**src/lsmnt_map.svh**
```systemverilog
// Register offsets, field positions, reset values and timing counts for the noise timer block.
`ifndef LSMNT_MAP_SVH
`define LSMNT_MAP_SVH
`define LSMNT_ADDR_MASK_A 5'h0b
`define LSMNT_ADDR_MASK_B 5'h0c
`define LSMNT_ADDR_NOISE_THR 5'h0d
`define LSMNT_ADDR_NOISE_PRE 5'h0e
`define LSMNT_MASK_RESET 8'h00
`define LSMNT_NTHR_RESET 7'h00
`define LSMNT_NPRE_RESET 8'h00
`define LSMNT_NTHR_VALID 8'h7f
`define LSMNT_FLAG_NOISE_LIMIT 5
`define LSMNT_CLK_PERIOD_NS 20
`define LSMNT_TICK_NS 80
`define LSMNT_TICK_CYCLES (`LSMNT_TICK_NS / `LSMNT_CLK_PERIOD_NS)
`define LSMNT_TICK_LAST 2'h3
`define LSMNT_ZERO7 7'h00
`define LSMNT_ZERO8 8'h00
`endif

```
**src/lsmnt_pkg.sv**
```systemverilog
// Types shared by the line state mask and noise timer block.
package lsmnt_pkg;
  // Receive line state as reported by the line state detector.
  typedef enum logic [3:0] {
    LSMNT_LS_QUIET = 4'h0,
    LSMNT_LS_HALT = 4'h1,
    LSMNT_LS_MASTER = 4'h2,
    LSMNT_LS_IDLE = 4'h3,
    LSMNT_LS_NOSIG = 4'h4,
    LSMNT_LS_NOISE = 4'h5,
    LSMNT_LS_ACTIVE = 4'h6,
    LSMNT_LS_UNKNOWN = 4'h7
  } lsmnt_line_type;

  // Control bus access carrier.
  typedef struct packed {
    logic cs;
    logic wr;
    logic [4:0] addr;
    logic [7:0] wdata;
  } lsmnt_bus_type;

  // Noise counter snapshot carrier.
  typedef struct packed {
    logic [6:0] count;
    logic [7:0] prescale;
  } lsmnt_count_type;
endpackage

```
**src/lsmnt_tick.sv**
```systemverilog
// Symbol pair period tick generator.
`timescale 1ns/100ps
`include "lsmnt_map.svh"
module lsmnt_tick
  import lsmnt_pkg::*;
(
  input wire logic ref_clk,
  input wire logic arst_n,
  output logic tick
);
  logic [1:0] phase;
  wire logic phase_last = (phase == `LSMNT_TICK_LAST);

  // ----------------------------------------------------------------
  // Divider
  // ----------------------------------------------------------------
  // One pulse every 80 ns, taken from the local 50 MHz clock.
  always_ff @(posedge ref_clk or negedge arst_n)
  begin
    if (!arst_n)
    begin
      phase <= 2'h0;
      tick <= 1'b0;
    end
    else
    begin
      phase <= phase_last ? 2'h0 : phase + 2'h1;
      tick <= phase_last;
    end
  end
endmodule

```
**src/lsmnt_core.sv**
```systemverilog
// Receive condition masking and noise duration timer with its control bus registers.
//
// Contract
// Summary A set when masked A flag set.
// Summary B set when masked B flag set.
// Reset clears both mask registers.
// Mask A bits map to A flags in order.
// Mask B bits map to B flags in order.
// Noise counter decrements every 80(prescale+1) ns.
// Zero after ((P+1)N+P) ticks of noise.
// Both zero in noisy state reloads both.
// Quiet-type states hold both counters loaded.
// Threshold write loads both counters.
// Prescale zero reloads prescale, decrements counter.
// Entering noisy state keeps counting, no reload.
// Both zero sets noise limit flag.
// Software should program 40h and F9h.
// Noise threshold seven bits, D7 reads zero.
// Prescale threshold full eight bits.
// Flag stays until nonzero threshold write.
// Reset zeroes counter, flag set after reset.
// Counters advance on one 80 ns tick.
`timescale 1ns/100ps
`include "lsmnt_map.svh"
module lsmnt_core
  import lsmnt_pkg::*;
(
  input wire logic ref_clk,
  input wire logic arst_n,
  input wire lsmnt_bus_type bus,
  input wire lsmnt_line_type line_state,
  input wire logic [7:0] receive_cond_flags_a_in,
  input wire logic [7:0] receive_cond_flags_b,
  output logic [7:0] rdata,
  output logic receive_summary_a,
  output logic receive_summary_b,
  output logic noise_limit_flag,
  output lsmnt_count_type noise_count
);
  // ----------------------------------------------------------------
  // Decoding
  // ----------------------------------------------------------------
  logic [7:0] receive_cond_mask_a;
  logic [7:0] receive_cond_mask_b;
  logic [6:0] noise_threshold;
  logic [7:0] noise_prescale_threshold;
  logic [6:0] noise_cnt;
  logic [7:0] pre_cnt;
  logic tick;

  // Matches a write strobe against one register offset.
  function automatic logic hit(input lsmnt_bus_type b, input logic [4:0] a);
    hit = b.cs && b.wr && (b.addr == a);
  endfunction

  wire logic wr_mask_a = hit(bus, `LSMNT_ADDR_MASK_A);
  wire logic wr_mask_b = hit(bus, `LSMNT_ADDR_MASK_B);
  wire logic wr_nthr = hit(bus, `LSMNT_ADDR_NOISE_THR);
  wire logic wr_npre = hit(bus, `LSMNT_ADDR_NOISE_PRE);
  wire logic wr_thr = wr_nthr || wr_npre;
  // Only a nonzero value landing in a threshold releases the sticky flag; bit 7 of a
  // noise threshold write is dropped, so on its own it does not count.
  wire logic wr_nonzero = (wr_nthr && (bus.wdata[6:0] != `LSMNT_ZERO7))
    || (wr_npre && (bus.wdata != `LSMNT_ZERO8));

  // Line state classes.
  wire logic quiet_type = (line_state == LSMNT_LS_HALT) || (line_state == LSMNT_LS_IDLE)
    || (line_state == LSMNT_LS_MASTER) || (line_state == LSMNT_LS_QUIET)
    || (line_state == LSMNT_LS_NOSIG);
  wire logic noisy_type = (line_state == LSMNT_LS_NOISE) || (line_state == LSMNT_LS_ACTIVE)
    || (line_state == LSMNT_LS_UNKNOWN);

  wire logic cnt_zero = (noise_cnt == `LSMNT_ZERO7);
  wire logic pre_zero = (pre_cnt == `LSMNT_ZERO8);
  wire logic both_zero = cnt_zero && pre_zero;
  // Reload on write, on any quiet-type state, or on expiry at a tick while noisy.
  wire logic reload = wr_thr || quiet_type || (both_zero && noisy_type && tick);
  // Entering a noisy state needs no special term: the counters just keep going.
  wire logic step = noisy_type && tick && !both_zero;
  wire logic pre_wrap = step && pre_zero;

  // The threshold values that a write lands in the counters are the new ones.
  wire logic [6:0] next_nthr = wr_nthr ? bus.wdata[6:0] : noise_threshold;
  wire logic [7:0] next_npre = wr_npre ? bus.wdata : noise_prescale_threshold;

  wire logic [6:0] next_cnt = reload ? next_nthr
    : pre_wrap ? noise_cnt - 7'h01 : noise_cnt;
  wire logic [7:0] next_pre = reload ? next_npre
    : pre_wrap ? noise_prescale_threshold
    : step ? pre_cnt - 8'h01 : pre_cnt;

  // Flag A with the noise limit bit driven by this block.
  wire logic [7:0] flags_a = {receive_cond_flags_a_in[7:6], noise_limit_flag,
    receive_cond_flags_a_in[4:0]};
  // Bitwise pairing: mask bit n gates flag bit n, D0 to D7.
  wire logic next_sum_a = |(flags_a & receive_cond_mask_a);
  wire logic next_sum_b = |(receive_cond_flags_b & receive_cond_mask_b);

  // A threshold write blocks the set when it meets an expiry; a nonzero write clears the flag.
  wire logic next_flag = (both_zero && !wr_thr) || (noise_limit_flag && !wr_nonzero);

  logic [7:0] next_rdata;
  always_comb
  begin
    case (bus.addr)
      `LSMNT_ADDR_MASK_A: next_rdata = receive_cond_mask_a;
      `LSMNT_ADDR_MASK_B: next_rdata = receive_cond_mask_b;
      `LSMNT_ADDR_NOISE_THR: next_rdata = {1'b0, noise_threshold};
      `LSMNT_ADDR_NOISE_PRE: next_rdata = noise_prescale_threshold;
      default: next_rdata = `LSMNT_ZERO8;
    endcase
  end

  lsmnt_tick u_tick (
    .ref_clk(ref_clk),
    .arst_n(arst_n),
    .tick(tick)
  );

  // ----------------------------------------------------------------
  // Registers
  // ----------------------------------------------------------------
  // Masks start cleared so nothing interrupts until software opts in.
  always_ff @(posedge ref_clk or negedge arst_n)
  begin
    if (!arst_n)
    begin
      receive_cond_mask_a <= `LSMNT_MASK_RESET;
      receive_cond_mask_b <= `LSMNT_MASK_RESET;
      noise_threshold <= `LSMNT_NTHR_RESET;
      noise_prescale_threshold <= `LSMNT_NPRE_RESET;
    end
    else
    begin
      if (wr_mask_a)
        receive_cond_mask_a <= bus.wdata;
      if (wr_mask_b)
        receive_cond_mask_b <= bus.wdata;
      noise_threshold <= next_nthr;
      noise_prescale_threshold <= next_npre;
    end
  end

  // Counters start at zero, so the limit flag reads set out of reset.
  always_ff @(posedge ref_clk or negedge arst_n)
  begin
    if (!arst_n)
    begin
      noise_cnt <= `LSMNT_ZERO7;
      pre_cnt <= `LSMNT_ZERO8;
      noise_limit_flag <= 1'b1;
    end
    else
    begin
      noise_cnt <= next_cnt;
      pre_cnt <= next_pre;
      noise_limit_flag <= next_flag;
    end
  end

  // Outputs are registered; summaries lag flag changes by one cycle.
  always_ff @(posedge ref_clk or negedge arst_n)
  begin
    if (!arst_n)
    begin
      rdata <= `LSMNT_ZERO8;
      receive_summary_a <= 1'b0;
      receive_summary_b <= 1'b0;
      noise_count <= '0;
    end
    else
    begin
      rdata <= next_rdata;
      receive_summary_a <= next_sum_a;
      receive_summary_b <= next_sum_b;
      noise_count <= {noise_cnt, pre_cnt};
    end
  end

  // ----------------------------------------------------------------
  // Timing model
  // ----------------------------------------------------------------
  // Ticks still owed before both counters reach zero. Keeping this closed-form count
  // beside the counters checks the whole time to zero, not only each single step,
  // at the price of one 16-bit register that only the checks read.
  logic [15:0] owed_ticks;
  wire logic [15:0] pre_span = {8'h00, next_npre} + 16'h0001;
  wire logic [15:0] owed_load = pre_span * {9'h000, next_nthr} + {8'h00, next_npre};
  wire logic [15:0] next_owed = reload ? owed_load
    : step ? owed_ticks - 16'h0001 : owed_ticks;

  // The model starts where the counters do: both zero, nothing owed.
  always_ff @(posedge ref_clk or negedge arst_n)
  begin
    if (!arst_n)
      owed_ticks <= 16'h0000;
    else
      owed_ticks <= next_owed;
  end
endmodule

```
**config.mk**
```make
export PLATFORM = sky130hd
export DESIGN_NAME = lsmnt_core
export DESIGN_NICKNAME = d
export VERILOG_FILES = /design/src/lsmnt_pkg.sv /design/src/lsmnt_tick.sv /design/src/lsmnt_core.sv
export VERILOG_INCLUDE_DIRS = /design/src
export SDC_FILE = /design/constraint.sdc
export NUM_CORES = 1
export LEC_CHECK = 0
export ABC_AREA = 1
export BUFFER_PORTS_ARGS = -buffer_cell sky130_fd_sc_hd__buf_2
export CAP_MARGIN = 20
export CORE_MARGIN = 5
export CORE_UTILIZATION = 60
export CTS_BUF_LIST = sky130_fd_sc_hd__clkbuf_16
export CTS_CLUSTER_DIAMETER = 120
export CTS_CLUSTER_SIZE = 30
export DETAILED_ROUTE_END_ITERATION = 8
export PLACE_DENSITY = 0.85
export SLEW_MARGIN = 15
export SYNTH_ARGS = -nofsm -noshare
export SYNTH_HDL_FRONTEND = slang
export SYNTH_SLANG_ARGS = --single-unit
export TNS_END_PERCENT = 1
```
**constraint.sdc**
```tcl
create_clock -name ref_clk -period 4.89 [get_ports ref_clk]
set_input_delay 0.7335 -clock ref_clk [delete_from_list [all_inputs] [get_ports ref_clk]]
set_output_delay 0.7335 -clock ref_clk [all_outputs]
set_load 0.02 [all_outputs]
```
### After elaboration in Yosys (flattened, before gate mapping)

Index checks and enable logic that the tools add are counted.

| operators by class | value |
|---|---|
| mux-type cells | 9 |
| equal/unequal tests | 12 |
| bitwise gates (word level) | 2 |
| reductions and logical operators | 38 |
| $add $sub $neg | 3 |

Operators with widths:

| operator | number |
|---|---|
| $mux W8 | 4 |
| $pmux W8 S4 | 1 |
| $mux W7 | 3 |
| $eq A5 B4 Y1 const B | 4 |
| $and A8 B8 Y8 | 2 |
| $eq A4 B3 Y1 const B | 4 |
| $reduce_or A8 Y1 | 2 |
| $logic_and A1 B1 Y1 | 15 |
| $logic_or A1 B1 Y1 | 11 |
| $eq A4 B2 Y1 const B | 2 |
| $logic_not A8 Y1 | 1 |
| $reduce_bool A8 Y1 | 1 |
| $sub A8 B1 Y8 const B | 1 |
| $logic_not A7 Y1 | 1 |
| $reduce_bool A7 Y1 | 1 |
| $sub A7 B1 Y7 const B | 1 |
| $eq A4 B1 Y1 const B | 1 |
| $logic_not A4 Y1 | 1 |
| $logic_not A1 Y1 | 3 |
| $reduce_bool A3 Y1 | 1 |
| $add A2 B1 Y2 const B | 1 |
| $eq A2 B2 Y1 const B | 1 |
| $mux W2 | 1 |
| $reduce_bool A2 Y1 | 1 |

| word-level totals | value |
|---|---|
| output and inout bits | 26 |
| word-level logic and storage cells | 78 |
| register bits after elaboration | 75 |

### Logic depth before layout (Yosys ltp)

Gate-level depths: netlist (run 1).

| depth | value |
|---|---|
| depth after elaboration | 8 |
| mapped depth | 11 |

### Modules after synthesis

Synthesis (run 1) repeated with hierarchy kept, for this count alone.

| unflattened totals | value |
|---|---|
| cell total of the unflattened synthesis | 397 |
| area, all modules | 3548.4 µm² |

Modules (own cells, without submodules):

| module | cells an instance | instances | area an instance (µm²) | sequential area each (µm²) |
|---|---|---|---|---|
| lsmnt_core | 392 | 1 | 3457.1 | 1803.0 |
| lsmnt_tick | 5 | 1 | 91.3 | 75.1 |

### Least setup slack after synthesis (run 1)

OpenSTA, ideal clock, no wires.

| path | value |
|---|---|
| kind | input to register |
| start | in bus[14] (netlist bit) |
| end | reg noise_cnt[6] |
| setup slack | 3125 ps |
| buffers on the path | 1 |
| data arrival time | 1644 ps |
| stages | 9 |
| cell sequence | nand2_1 -> inv_2 -> nand3_4 -> nand3_2 -> nor2_2 -> buf_6 -> nand2_1 -> o21ai_1 -> nand2_1 |

| between the ends | value |
|---|---|
| cells in the longest elaborated chain, start to end | 6 |
| elaborated cells between the ends (all ways) | 9 |
| those cells by class | 2 x mux; 7 x reduce/logical |

RTL lines:

| what | line | RTL |
|---|---|---|
| start, declared | lsmnt_core.sv:30 | `input wire lsmnt_bus_type bus,` |
| $logic_and A1 B1 Y1 * | lsmnt_core.sv:53 | `hit = b.cs && b.wr && (b.addr == a);` |
| $logic_and A1 B1 Y1 | lsmnt_core.sv:53 |  |
| $logic_or A1 B1 Y1 | lsmnt_core.sv:60 | `wire logic wr_thr = wr_nthr \|\| wr_npre;` |
| $logic_or A1 B1 Y1 (2 in a row) | lsmnt_core.sv:77 | `wire logic reload = wr_thr \|\| quiet_type \|\| (both_zero && noisy_type && tick);` |
| $mux W7 or $reduce_bool A2 Y1 (tied branches) | n/a |  |
| end signal, assigned | lsmnt_core.sv:149 | `` noise_cnt <= `LSMNT_ZERO7; `` |
| end signal, assigned | lsmnt_core.sv:155 | `noise_cnt <= next_cnt;` |
| end, declared | lsmnt_core.sv:47 | `logic [6:0] noise_cnt;` |

Mark *: on every way between the ends. The rest lies on a longest branch, timed or not.
A chain may end at the register's enable or synchronous reset.

### Worst setup path in the final report (run 1)

| path | value |
|---|---|
| start | in bus[14] (netlist bit) |
| end | reg pre_cnt[6] |

| between the ends | value |
|---|---|
| cells in the longest elaborated chain, start to end | 6 |
| elaborated cells between the ends (all ways) | 9 |
| those cells by class | 2 x mux; 7 x reduce/logical |

RTL lines:

| what | line | RTL |
|---|---|---|
| $logic_and A1 B1 Y1 * | lsmnt_core.sv:53 |  |
| $logic_and A1 B1 Y1 | lsmnt_core.sv:53 |  |
| $logic_or A1 B1 Y1 | lsmnt_core.sv:60 |  |
| $logic_or A1 B1 Y1 (2 in a row) | lsmnt_core.sv:77 |  |
| $reduce_bool A3 Y1 (no source line) or $mux W8 (tied branches) | n/a |  |
| end signal, assigned | lsmnt_core.sv:150 | `` pre_cnt <= `LSMNT_ZERO8; `` |
| end signal, assigned | lsmnt_core.sv:156 | `pre_cnt <= next_pre;` |
| end, declared | lsmnt_core.sv:48 | `logic [7:0] pre_cnt;` |

Marks and branches as above.

==> summary.md, run 1 <==
| Metric | Value |
|---|---|
| Synth cell types | 34 |
| DRT Pass-1 Iters | 5 |
| Inserted Diodes | 0 |
| Crit path to | pre_cnt[6]$_DFFE_PN0P_ |
| Tmin final | about 2.0 ns |
| CTS Hold Bufs | 0 |
| Reg-to-Reg End | noise_cnt[1]$_DFFE_PN0P_ |
| Root buf cell | clkbuf_16 |
| Worst r2r src | noise_cnt[0]$_DFFE_PN0P_ |
| Net Count, Synth | 441 |
| Chip Height | around 90 um |
| Layout cells sized above 1 | 0.2851 |
| CTS tree | done |
| Hold WS | 0.4112 ns |
| Final setup viols | 0 |
| Post-synth ARST share | 1.000 |
| Hold crit path type | flop to flop |
| Initial antenna violation count | 0 |
| Drt total wl | 8.388 mm |
| Fin nets | 507 |
| Starting Density | 0.6183 |
| Final hold vios | 0 |
| Clock Sinks | 75 |
| Final ANT Viol Nets | 0 |
| Critical path capture point type | flop |
| Max_slew headroom | 0.4475 |
| Reg-to-reg slack, setup | slightly below 3 ns |
| Synth top area cells | dfrtp_1, nand2_1, nand3_2, inv_1, nand3_1 |
| Clock Skews | 0.006631 ns |
| Startpoint Class | primary input |
| Worst-margin pin slew | about 0.83 ns |
| LEAKAGE | 0.002291 uW |
| Largest family of logic cells by synthesized area | simple AND/OR/NAND/NOR gates |
| CP Max Fanout | 19 |
| Cell Count, Final, Fillers Out | 545 |
| Post-Synthesis Cells | 400 |
| IO Count | 63 |
| Post_cts resized | 0 |
| Worst VDD drop | roughly 0.25 mV |
| Vias | 2997 |
| Half-perimeter wire length after placement | 6.232 mm |
| Fin area | 0.004293 sq mm |
| Post-Synth XOR/XNOR Area | 0.01665 |
| Largest net degree at the start of global routing | 40 |
| Most area-hungry cell type in the Yosys netlist | dfrtp_1 |
| FF+latch count, synth | 75 |
| Post-synth EDFFs | 0 |
| Commonest cells in the netlist | nand2_1, dfrtp_1, inv_1 |
| Fillers | 465 |
| Routed wire per std cell | 15.39 um |
| F_max | 504.8 MHz |
| Post-synthesis mux area share | 0 |
| Port Buffers | 61 |
| Status | complete, no violations |
| Vias in the first global route | 3116 |
| Num rows | 28 |
| Core ar. | approximately 0.0060 sq mm |
| DRC viols | 0 |
| H-tree depth | 3 |
| Synth warnings | 0 |
| Adder-cell share of the synthesized area | 0.01359 |
| RSZ-0062 raised after global routing | no |
| Cell with the most instances after synthesis | nand2_1 |
| Mean number of vias per cell | 5.499 |
| Area delta synth->final | 16.58% |
| Post-CTS Repair Setup Buffers | 0 |
| Max_cap viols | 0 |
| Initial detailed-routing violation count | 203 |
| Residual overflow from global routing | 0 |
| CP required | 5.15 ns |
| Compound-Gate Fraction of Synth Area | 0.09208 |
| Crit Path Category | primary input to flop |
| Post-Synth Simple-Gate Area | 0.3116 |
| Die width | roughly 88 um |
| Setup TNS | 0 ns |
| Clk_lat worst skew | 0.33 ns |
| RD Place Congestion | 0.9456 |
| CP arrival | 2.24 ns |
| Hold path start | noise_cnt[0]$_DFFE_PN0P_ |
| R2R cell count | 10 |
| Tcrit/Tclk final | 0.4051 |
| Cell area after placement | between 0.004 and 0.005 sq mm |
| Clock Pin Slew Worst Setup and Hold Paths | 0.05 ns |
| Total track usage | 0.2391 |
| First-pass GRT wire length | 14.33 mm |
| Yosys top cell area share | 0.5029 |
| Synthesized area | 0.003682 sq mm |
| Num CTS Buffers | 9 |
| Cells after DPL | 530 |
| Critical Path Start | bus[14] |
| Prevailing post-synth register cell | dfrtp_1 |
| Seq/Total Area, Yosys | 0.5100 |
| Average cell area after synthesis | 9.206 sq um |
| Power Density | 455.9 mW/mm^2 |
| Die area | 0.007804 sq mm |
| Final Max Tran Viols | 0 |
| Clk buf depth | 2 |
## cell families after synthesis
group | count (synthesis)
simple gates | 218
compound gates | 53
buf+inv | 43
flops | 75
fa+ha+maj | 4
xor+xnor | 7
## power by group
part / internal (uW) / switching, uW
Sequential: 730 / 91.7
Combinational: 194 / 326
Clock: 384 / 233
Total: 1310 / 650
## registers in the layout, indices dropped and copies added, names as in the netlist, 2 cells and up
| signal | flops |
|---|---|
| noise_cnt | 7 |
| pre_cnt | 8 |
| noise_prescale_threshold | 8 |
| noise_count | 15 |
| receive_cond_mask_b | 8 |
| receive_cond_mask_a | 8 |
| noise_threshold | 7 |
| rdata | 8 |
| u_tick.phase | 2 |
## per-layer routing
metal  vias up  track usage  share of wire
met3        11      0.04749          0.081
met1      1435       0.3133           0.41
met5         -            0              0
met2       113       0.3936           0.49
li1       1438            -              -
met4         0      0.09203          0.014
## metrics by stage
step                      utilization  setup slack, ns  power, uW
after floorplan                     -            3.125       1198
after global placement         0.6746            2.611       1318
after detailed placement       0.6746            2.573       1341
after CTS                      0.7208            2.914       1964
after global routing           0.7208            2.703       2071
final                          0.7208            2.909       1957
## placed cells by master (no fill, tap or decap), types with 2 or more instances in the layout
cell type	count
a221oi_1	4
nor2_8	2
inv_2	7
nor2_1	10
nand3_2	12
nand2_1	131
nor2_4	7
clkinv_1	2
inv_1	31
o21ai_0	11
clkbuf_16	9
o2111ai_1	3
ha_1	4
xor2_1	5
o21a_1	7
xnor2_1	2
o21ai_2	5
nor2_2	7
nand3_1	20
nand3_4	3
nand2_4	3
o21ai_1	18
buf_2	61
nand4_1	9
nand2_2	13
dfrtp_1	74
## worst max-delay path: stages
cell     delay (ns)
buf_2          0.10
nand2_1        0.13
inv_2          0.10
nand3_4        0.23
nand3_2        0.14
nor2_2         0.45
nand2_1        0.16
nand2_1        0.09
nand2_1        0.05
nand2_1        0.05
## cell type report
type                    count  area (sq um)  area share
clock buffers               9         225.2     0.05246
flip-flops and latches     75          1878      0.4375
well taps                  75         93.84     0.02186
repair buffers             62         312.8     0.07287
multi-input cells         282          1598      0.3722
clock inverters             6         50.05     0.01166
inverters                  36         135.1     0.03148
## worst min path at each step
stage / slack [ns] / depth (start not counted) / to
floorplan: 0.37 / 0 / noise_count[8]$_DFF_PN0_
global placement: 0.39 / 0 / noise_count[8]$_DFF_PN0_
detailed placement: 0.40 / 0 / noise_count[8]$_DFF_PN0_
CTS: 0.42 / 0 / noise_count[8]$_DFF_PN0_
global route: 0.42 / 0 / noise_count[8]$_DFF_PN0_
finish: 0.41 / 0 / noise_count[8]$_DFF_PN0_
Note: power is estimated with default switching activity, not from simulation.
==> inputs of run 2 (changes only) <==
- CORE_UTILIZATION: 60 -> 51
- PLACE_DENSITY: 0.85 -> 0.77
- clock period: 4.89 -> 1.75 ns (I/O delays scaled with it)
==> summary.md, run 2 (same netlist as run 1, synthesis figures left out) <==
| Metric | Value |
|---|---|
| Fin nets | 527 (was 507) |
| Power Density | 1250 mW/mm^2 (was 455.9 mW/mm^2) |
| Largest net degree at the start of global routing | 41 (was 40) |
| Port Buffers | 61 (unchanged) |
| Clock Sinks | 75 (unchanged) |
| Pre-CTS WS | 0.05492 ns (was 2.573 ns) |
| Vias | 3027 (was 2997) |
| Die width | 94.97 um (was 88.34 um) |
| Layout cells sized above 1 | 0.3306 (was 0.2851) |
| Final hold vios | 0 (unchanged) |
| Crit Path Category | flop to flop (was primary input to flop) |
| CP Max Fanout | 8 (was 19) |
| Clock Pin Slew Worst Setup and Hold Paths | 0.06 ns (was 0.05 ns) |
| Num rows | 31 (was 28) |
| Initial antenna violation count | 0 (unchanged) |
| Cells after DPL | 572 (was 530) |
| Vias in the first global route | 2982 (was 3116) |
| First-pass GRT wire length | 14.12 mm (was 14.33 mm) |
| DRT Pass-1 Iters | 4 (was 5) |
| Cell Count, Final, Fillers Out | 589 (was 545) |
| Clk buf depth | 2 (unchanged) |
| CTS tree | done (unchanged) |
| Core ar. | 0.007137 sq mm (was 0.005956 sq mm) |
| Starting Density | 0.5160 (was 0.6183) |
| Inserted Diodes | 0 (unchanged) |
| Worst VDD drop | 0.6241 mV (was 0.2546 mV) |
| F_max | 611.5 MHz |
| Residual overflow from global routing | 0 (unchanged) |
| Routed wire per std cell | 14.61 um (was 15.39 um) |
| Clock Skews | 0.004848 ns (was 0.006631 ns) |
| Tcrit/Tclk final | 0.9345 |
| Reg-to-Reg End | pre_cnt[4]$_DFFE_PN0P_ (was noise_cnt[1]$_DFFE_PN0P_) |
| Reg-to-reg slack, setup | 0.11 ns (was 2.95 ns) |
| Num CTS Buffers | 9 (unchanged) |
| Largest Register | noise_count (unchanged) |
| R2R cell count | 12 (was 10) |
| Crit path to | pre_cnt[4]$_DFFE_PN0P_ (was pre_cnt[6]$_DFFE_PN0P_) |
| Critical path capture point type | flop (unchanged) |
| Tmin final | roughly 1.6 ns |
| Max_slew headroom | 0.7810 (was 0.4475) |
| Worst-margin pin slew | 0.3277 ns (was 0.8288 ns) |
| Final Max Tran Viols | 0 (unchanged) |
| RD Place Congestion | 0.9592 (was 0.9456) |
| Commonest non-fill, non-tap cell in the layout | nand2_1 (unchanged) |
| H-tree depth | 3 (unchanged) |
| Fillers | 598 (was 465) |
| Final setup viols | 0 (unchanged) |
| FF+latch area | 0.001878 sq mm (unchanged) |
| Root buf cell | clkbuf_16 (unchanged) |
| Multi-input logic area | 0.001639 sq mm (was 0.001598 sq mm) |
| IO Count | 63 (unchanged) |
| Max_cap viols | 0 (unchanged) |
| Startpoint Class | flop (was primary input) |
| Drt total wl | 8.606 mm (was 8.388 mm) |
| Area delta synth->final | 23.65% (was 16.58%) |
| Clk_lat worst skew | 0.33 ns (about the same) |
| CP required | 1.97 ns (was 5.15 ns) |
| Final ANT Viol Nets | 0 (unchanged) |
| LEAKAGE | 0.002401 uW (was 0.002291 uW) |
| Total track usage | 0.2062 (was 0.2391) |
| Half-perimeter wire length after placement | 6.398 mm (was 6.232 mm) |
| Initial detailed-routing violation count | 162 (was 203) |
| Worst r2r src | noise_cnt[1]$_DFFE_PN0P_ (was noise_cnt[0]$_DFFE_PN0P_) |
| Critical Path Start | noise_cnt[1]$_DFFE_PN0P_ (was bus[14]) |
| CP arrival | 1.86 ns (was 2.24 ns) |
| Status | complete, no violations (unchanged) |
| Die area | 0.009019 sq mm (was 0.007804 sq mm) |
| Mean number of vias per cell | 5.139 (was 5.499) |
| Max reg flops | 15 (unchanged) |
| Hold crit path type | primary input to flop (was flop to flop) |
| Final WS setup | 0.1147 ns (was 2.909 ns) |
| Setup TNS | 0 ns (unchanged) |
| DRC viols | 0 (unchanged) |
| Chip Height | 94.97 um (was 88.34 um) |
| Most frequent cells in the layout | nand2_1, dfrtp_1, buf_2 (unchanged) |
run 2: changes by cell type in the layout (fill, tap and decap cells not counted), sizes merged:
cell and change:
buf +19, inv -1, clkinv -1, clkinvlp +2
dlygate4sd3 +1
run 2: per-stage QoR:
stage               cell area (sq um)  hold slack (ns)  utilization  total power (uW)
floorplan                        3682         -0.03309            -              3349
global placement                 4210           0.1543       0.5899              3803
detailed placement               4210           0.1565       0.5899              3850
CTS                              4504           0.1460       0.6311              5638
global route                     4553           0.1599       0.6380              6024
finish                           4553           0.1497       0.6380              5691
run 2: area by class of cell:
class                      instances  area share
clock buffer                       9     0.04946
clock inverter                     6     0.01292
inverter                          36     0.02968
multi-input combinational        282      0.3600
sequential                        75      0.4125
tap                               99     0.02721
timing repair buffer              82      0.1083
run 2: critical path, cell delays in order, from the launching register on:
cell and delay (ns):
dfrtp_1 0.39, inv_1 0.10, ha_4 0.17, nand2_2 0.09
nor2_4 0.16, nand2_4 0.08, nor2_2 0.09, nor2_2 0.04
buf_4 0.16, nand2_2 0.07, nand2_1 0.05, nand2_1 0.06
nand2_1 0.05
run 2: worst min path at each step:
stage | to | startpoint | cells after the start | slack [ns]
finish | receive_summary_b$_DFF_PN0_ | receive_cond_flags_b[2] | 3 | 0.15
global route | receive_cond_mask_a[6]$_DFFE_PN0P_ | bus[6] | 3 | 0.16
CTS | receive_cond_mask_a[4]$_DFFE_PN0P_ | bus[4] | 3 | 0.15
detailed placement | receive_cond_mask_a[2]$_DFFE_PN0P_ | arst_n | 1 | 0.16
global placement | receive_summary_a$_DFF_PN0_ | arst_n | 1 | 0.15
floorplan | noise_cnt[0]$_DFFE_PN0P_ | arst_n | 0 | -0.03
run 2: per-layer routing:
metal,vias up,track usage,wire (um)
met1,1452,0.2573,3419
li1,1473,-,-
met4,0,0.09495,202
met3,18,0.04223,508
met5,-,0,0
met2,84,0.3435,4474
run 2: repair_timing:
item	in CTS	in global routing
hold endpoints to repair	17	0
hold buffers	1	0
buffers inserted	0	1
setup endpoints to repair	0	15
resized for setup	0	10
run 2: power by group:
group	leakage [uW]	switching (uW)	internal, uW
clock network	0.000138	686	1080
registers	0.000981	214	2040
logic	0.00128	994	674
==> inputs of run 3 (changes only) <==
- PLACE_DENSITY: 0.77 -> 0.76
==> summary.md, run 3 (same netlist as run 1, synthesis figures left out) <==
| Metric | Value |
|---|---|
| Status | complete, no violations (unchanged) |
| First-pass GRT wire length | 14.68 mm (was 14.12 mm) |
| Clock power share | 0.308 (was 0.311) |
| Clk_lat worst skew | 0.33 ns (about the same) |
| Routed wire per std cell | 14.68 um (was 14.61 um) |
| Hold crit path type | primary input to flop (unchanged) |
| CP Max Fanout | 11 (was 8) |
| Root buf cell | clkbuf_16 (unchanged) |
| DRC viols | 0 (unchanged) |
| Die area | 0.009019 sq mm (unchanged) |
| Die width | 94.97 um (unchanged) |
| Area delta synth->final | 23.31% (was 23.65%) |
| Worst VDD drop | 0.5885 mV (was 0.6241 mV) |
| Critical path capture point type | flop (unchanged) |
| H-tree depth | 3 (unchanged) |
| Largest Register | noise_count (unchanged) |
| Initial antenna violation count | 0 (unchanged) |
| CTS tree | done (unchanged) |
| Switching Fraction | 0.3320 (was 0.3328) |
| Cell Count, Final, Fillers Out | 589 (unchanged) |
| Final setup viols | 0 (unchanged) |
| Most frequent cells in the layout | nand2_1, dfrtp_1, buf_2 (unchanged) |
| Final Max Tran Viols | 0 (unchanged) |
| Clock Skews | 0.005278 ns (was 0.004848 ns) |
| Port Buffers | 61 (unchanged) |
| DRT Pass-1 Iters | 6 (was 4) |
| Hold WS | 0.1531 ns (was 0.1497 ns) |
| Num CTS Buffers | 9 (unchanged) |
| Half-perimeter wire length after placement | 6.296 mm (was 6.398 mm) |
| CP required | 1.96 ns (was 1.97 ns) |
| Pre-CTS WS | 0.01997 ns (was 0.05492 ns) |
| Clock Sinks | 75 (unchanged) |
| Residual overflow from global routing | 0 (unchanged) |
| Clk buf depth | 2 (unchanged) |
| Max_slew headroom | 0.7200 (was 0.7810) |
| IO Count | 63 (unchanged) |
| LEAKAGE | 0.002398 uW (was 0.002401 uW) |
| Tmin final | 1.631 ns (was 1.635 ns) |
| Combinational share of power | 0.297 (was 0.293) |
| Inserted Diodes | 0 (unchanged) |
| Switching power | 1893 uW (was 1894 uW) |
| Drt total wl | 8.645 mm (was 8.606 mm) |
| Cells after DPL | 571 (was 572) |
| Clock Pin Slew Worst Setup and Hold Paths | 0.06 ns (about the same) |
| Core ar. | 0.007137 sq mm (unchanged) |
| Vias | 3078 (was 3027) |
| Max reg flops | 15 (unchanged) |
| Internal power | 3810 uW (was 3797 uW) |
| F_max | 613.3 MHz (was 611.5 MHz) |
| Commonest non-fill, non-tap cell in the layout | nand2_1 (unchanged) |
| Final ANT Viol Nets | 0 (unchanged) |
| Final WS setup | 0.1195 ns (was 0.1147 ns) |
| Largest net degree at the start of global routing | 35 (was 41) |
| Mean number of vias per cell | 5.226 (was 5.139) |
| CP arrival | 1.84 ns (was 1.86 ns) |
| Initial detailed-routing violation count | 219 (was 162) |
| Power Density | 1256 mW/mm^2 (was 1250 mW/mm^2) |
| Max_cap viols | 0 (unchanged) |
| FF+latch area | 0.001878 sq mm (unchanged) |
| Seq pwr share | 0.395 (was 0.396) |
| Vias in the first global route | 3048 (was 2982) |
| Tcrit/Tclk final | 0.9317 (was 0.9345) |
| Final hold vios | 0 (unchanged) |
| Multi-input logic area | 0.001645 sq mm (was 0.001639 sq mm) |
| Starting Density | 0.5160 (unchanged) |
| RD Place Congestion | 0.9191 (was 0.9592) |
| Startpoint Class | flop (unchanged) |
| Worst-margin pin slew | 0.4200 ns (was 0.3277 ns) |
| Fillers | 617 (was 598) |
| Total track usage | 0.2130 (was 0.2062) |
| Fin nets | 526 (was 527) |
| Num rows | 31 (unchanged) |
| Crit Path Category | flop to flop (unchanged) |
| Chip Height | 94.97 um (unchanged) |
| Layout cells sized above 1 | 0.3306 (unchanged) |
[run 3: through the flow]
| stage | total power (uW) | area (sq um) | utilization | setup TNS, ns |
|---|---|---|---|---|
| after floorplan | 3349 | 3682 | - | 0 |
| after global placement | 3805 | 4190 | 0.5871 | 0 |
| after detailed placement | 3845 | 4190 | 0.5871 | 0 |
| after CTS | 5626 | 4491 | 0.6292 | 0 |
| after global routing | 6072 | 4541 | 0.6362 | -0.0003733 |
| final | 5704 | 4541 | 0.6362 | 0 |
[run 3: area by class of cell]
| cell class | instances | share of cell area |
|---|---|---|
| multi-input cells | 282 | 0.3624 |
| clock inverters | 7 | 0.01323 |
| clock buffers | 9 | 0.04960 |
| well taps | 99 | 0.02728 |
| repair buffers | 81 | 0.1042 |
| flip-flops and latches | 75 | 0.4136 |
| inverters | 36 | 0.02976 |
[run 3: what timing repair did]
item                                   CTS  global route
pin swaps                                0             3
gates resized for setup                  1            11
cloned                                   0             0
setup endpoints to repair                1            15
hold buffers                             1             0
endpoints found under the hold margin   32             0
setup buffers                            0             1
[run 3: worst max-delay path, stage by stage, from the launching register on]
cell,delay [ns]
dfrtp_1,0.40
inv_2,0.09
ha_4,0.16
inv_1,0.05
nor2_1,0.12
nand3_2,0.12
nand3_4,0.12
buf_4,0.18
nand2_1,0.06
o21ai_1,0.07
nand2_1,0.06
nand2_1,0.06
nand2_1,0.05
[run 3: layer usage]
metal  GRT usage  share of wire  up-vias  wire, um
met5           0              0        -         0
li1            -              -     1480         -
met3     0.04143          0.063       22       544
met2      0.3412           0.50      115      4316
met4     0.08894          0.026        0       225
met1      0.2829           0.41     1461      3559
[run 3: power groups by stage]
stage / clock, uW / sequential (uW) / combinational (uW)
final: 1760 / 2250 / 1690
after global routing: 1890 / 2290 / 1890
after CTS: 1780 / 2250 / 1600
after detailed placement: 0 / 2270 / 1570
after global placement: 0 / 2270 / 1540
after floorplan: 0 / 2380 / 971
[run 3: final timing paths]
path                                     startpoint                     endpoint  slack [ns]  depth (start not counted)
max                        noise_cnt[0]$_DFFE_PN0P_       pre_cnt[4]$_DFFE_PN0P_        0.12                         12
min                         receive_cond_flags_b[2]  receive_summary_b$_DFF_PN0_        0.15                          3
max reg2reg                noise_cnt[0]$_DFFE_PN0P_       pre_cnt[4]$_DFFE_PN0P_        0.12                         12
min reg2reg                noise_cnt[0]$_DFFE_PN0P_     noise_count[8]$_DFF_PN0_        0.42                          0
max in group asynchronous                    arst_n   noise_limit_flag$_DFF_PN1_        0.76                          3
min in group asynchronous                    arst_n  receive_summary_a$_DFF_PN0_        0.41                          2
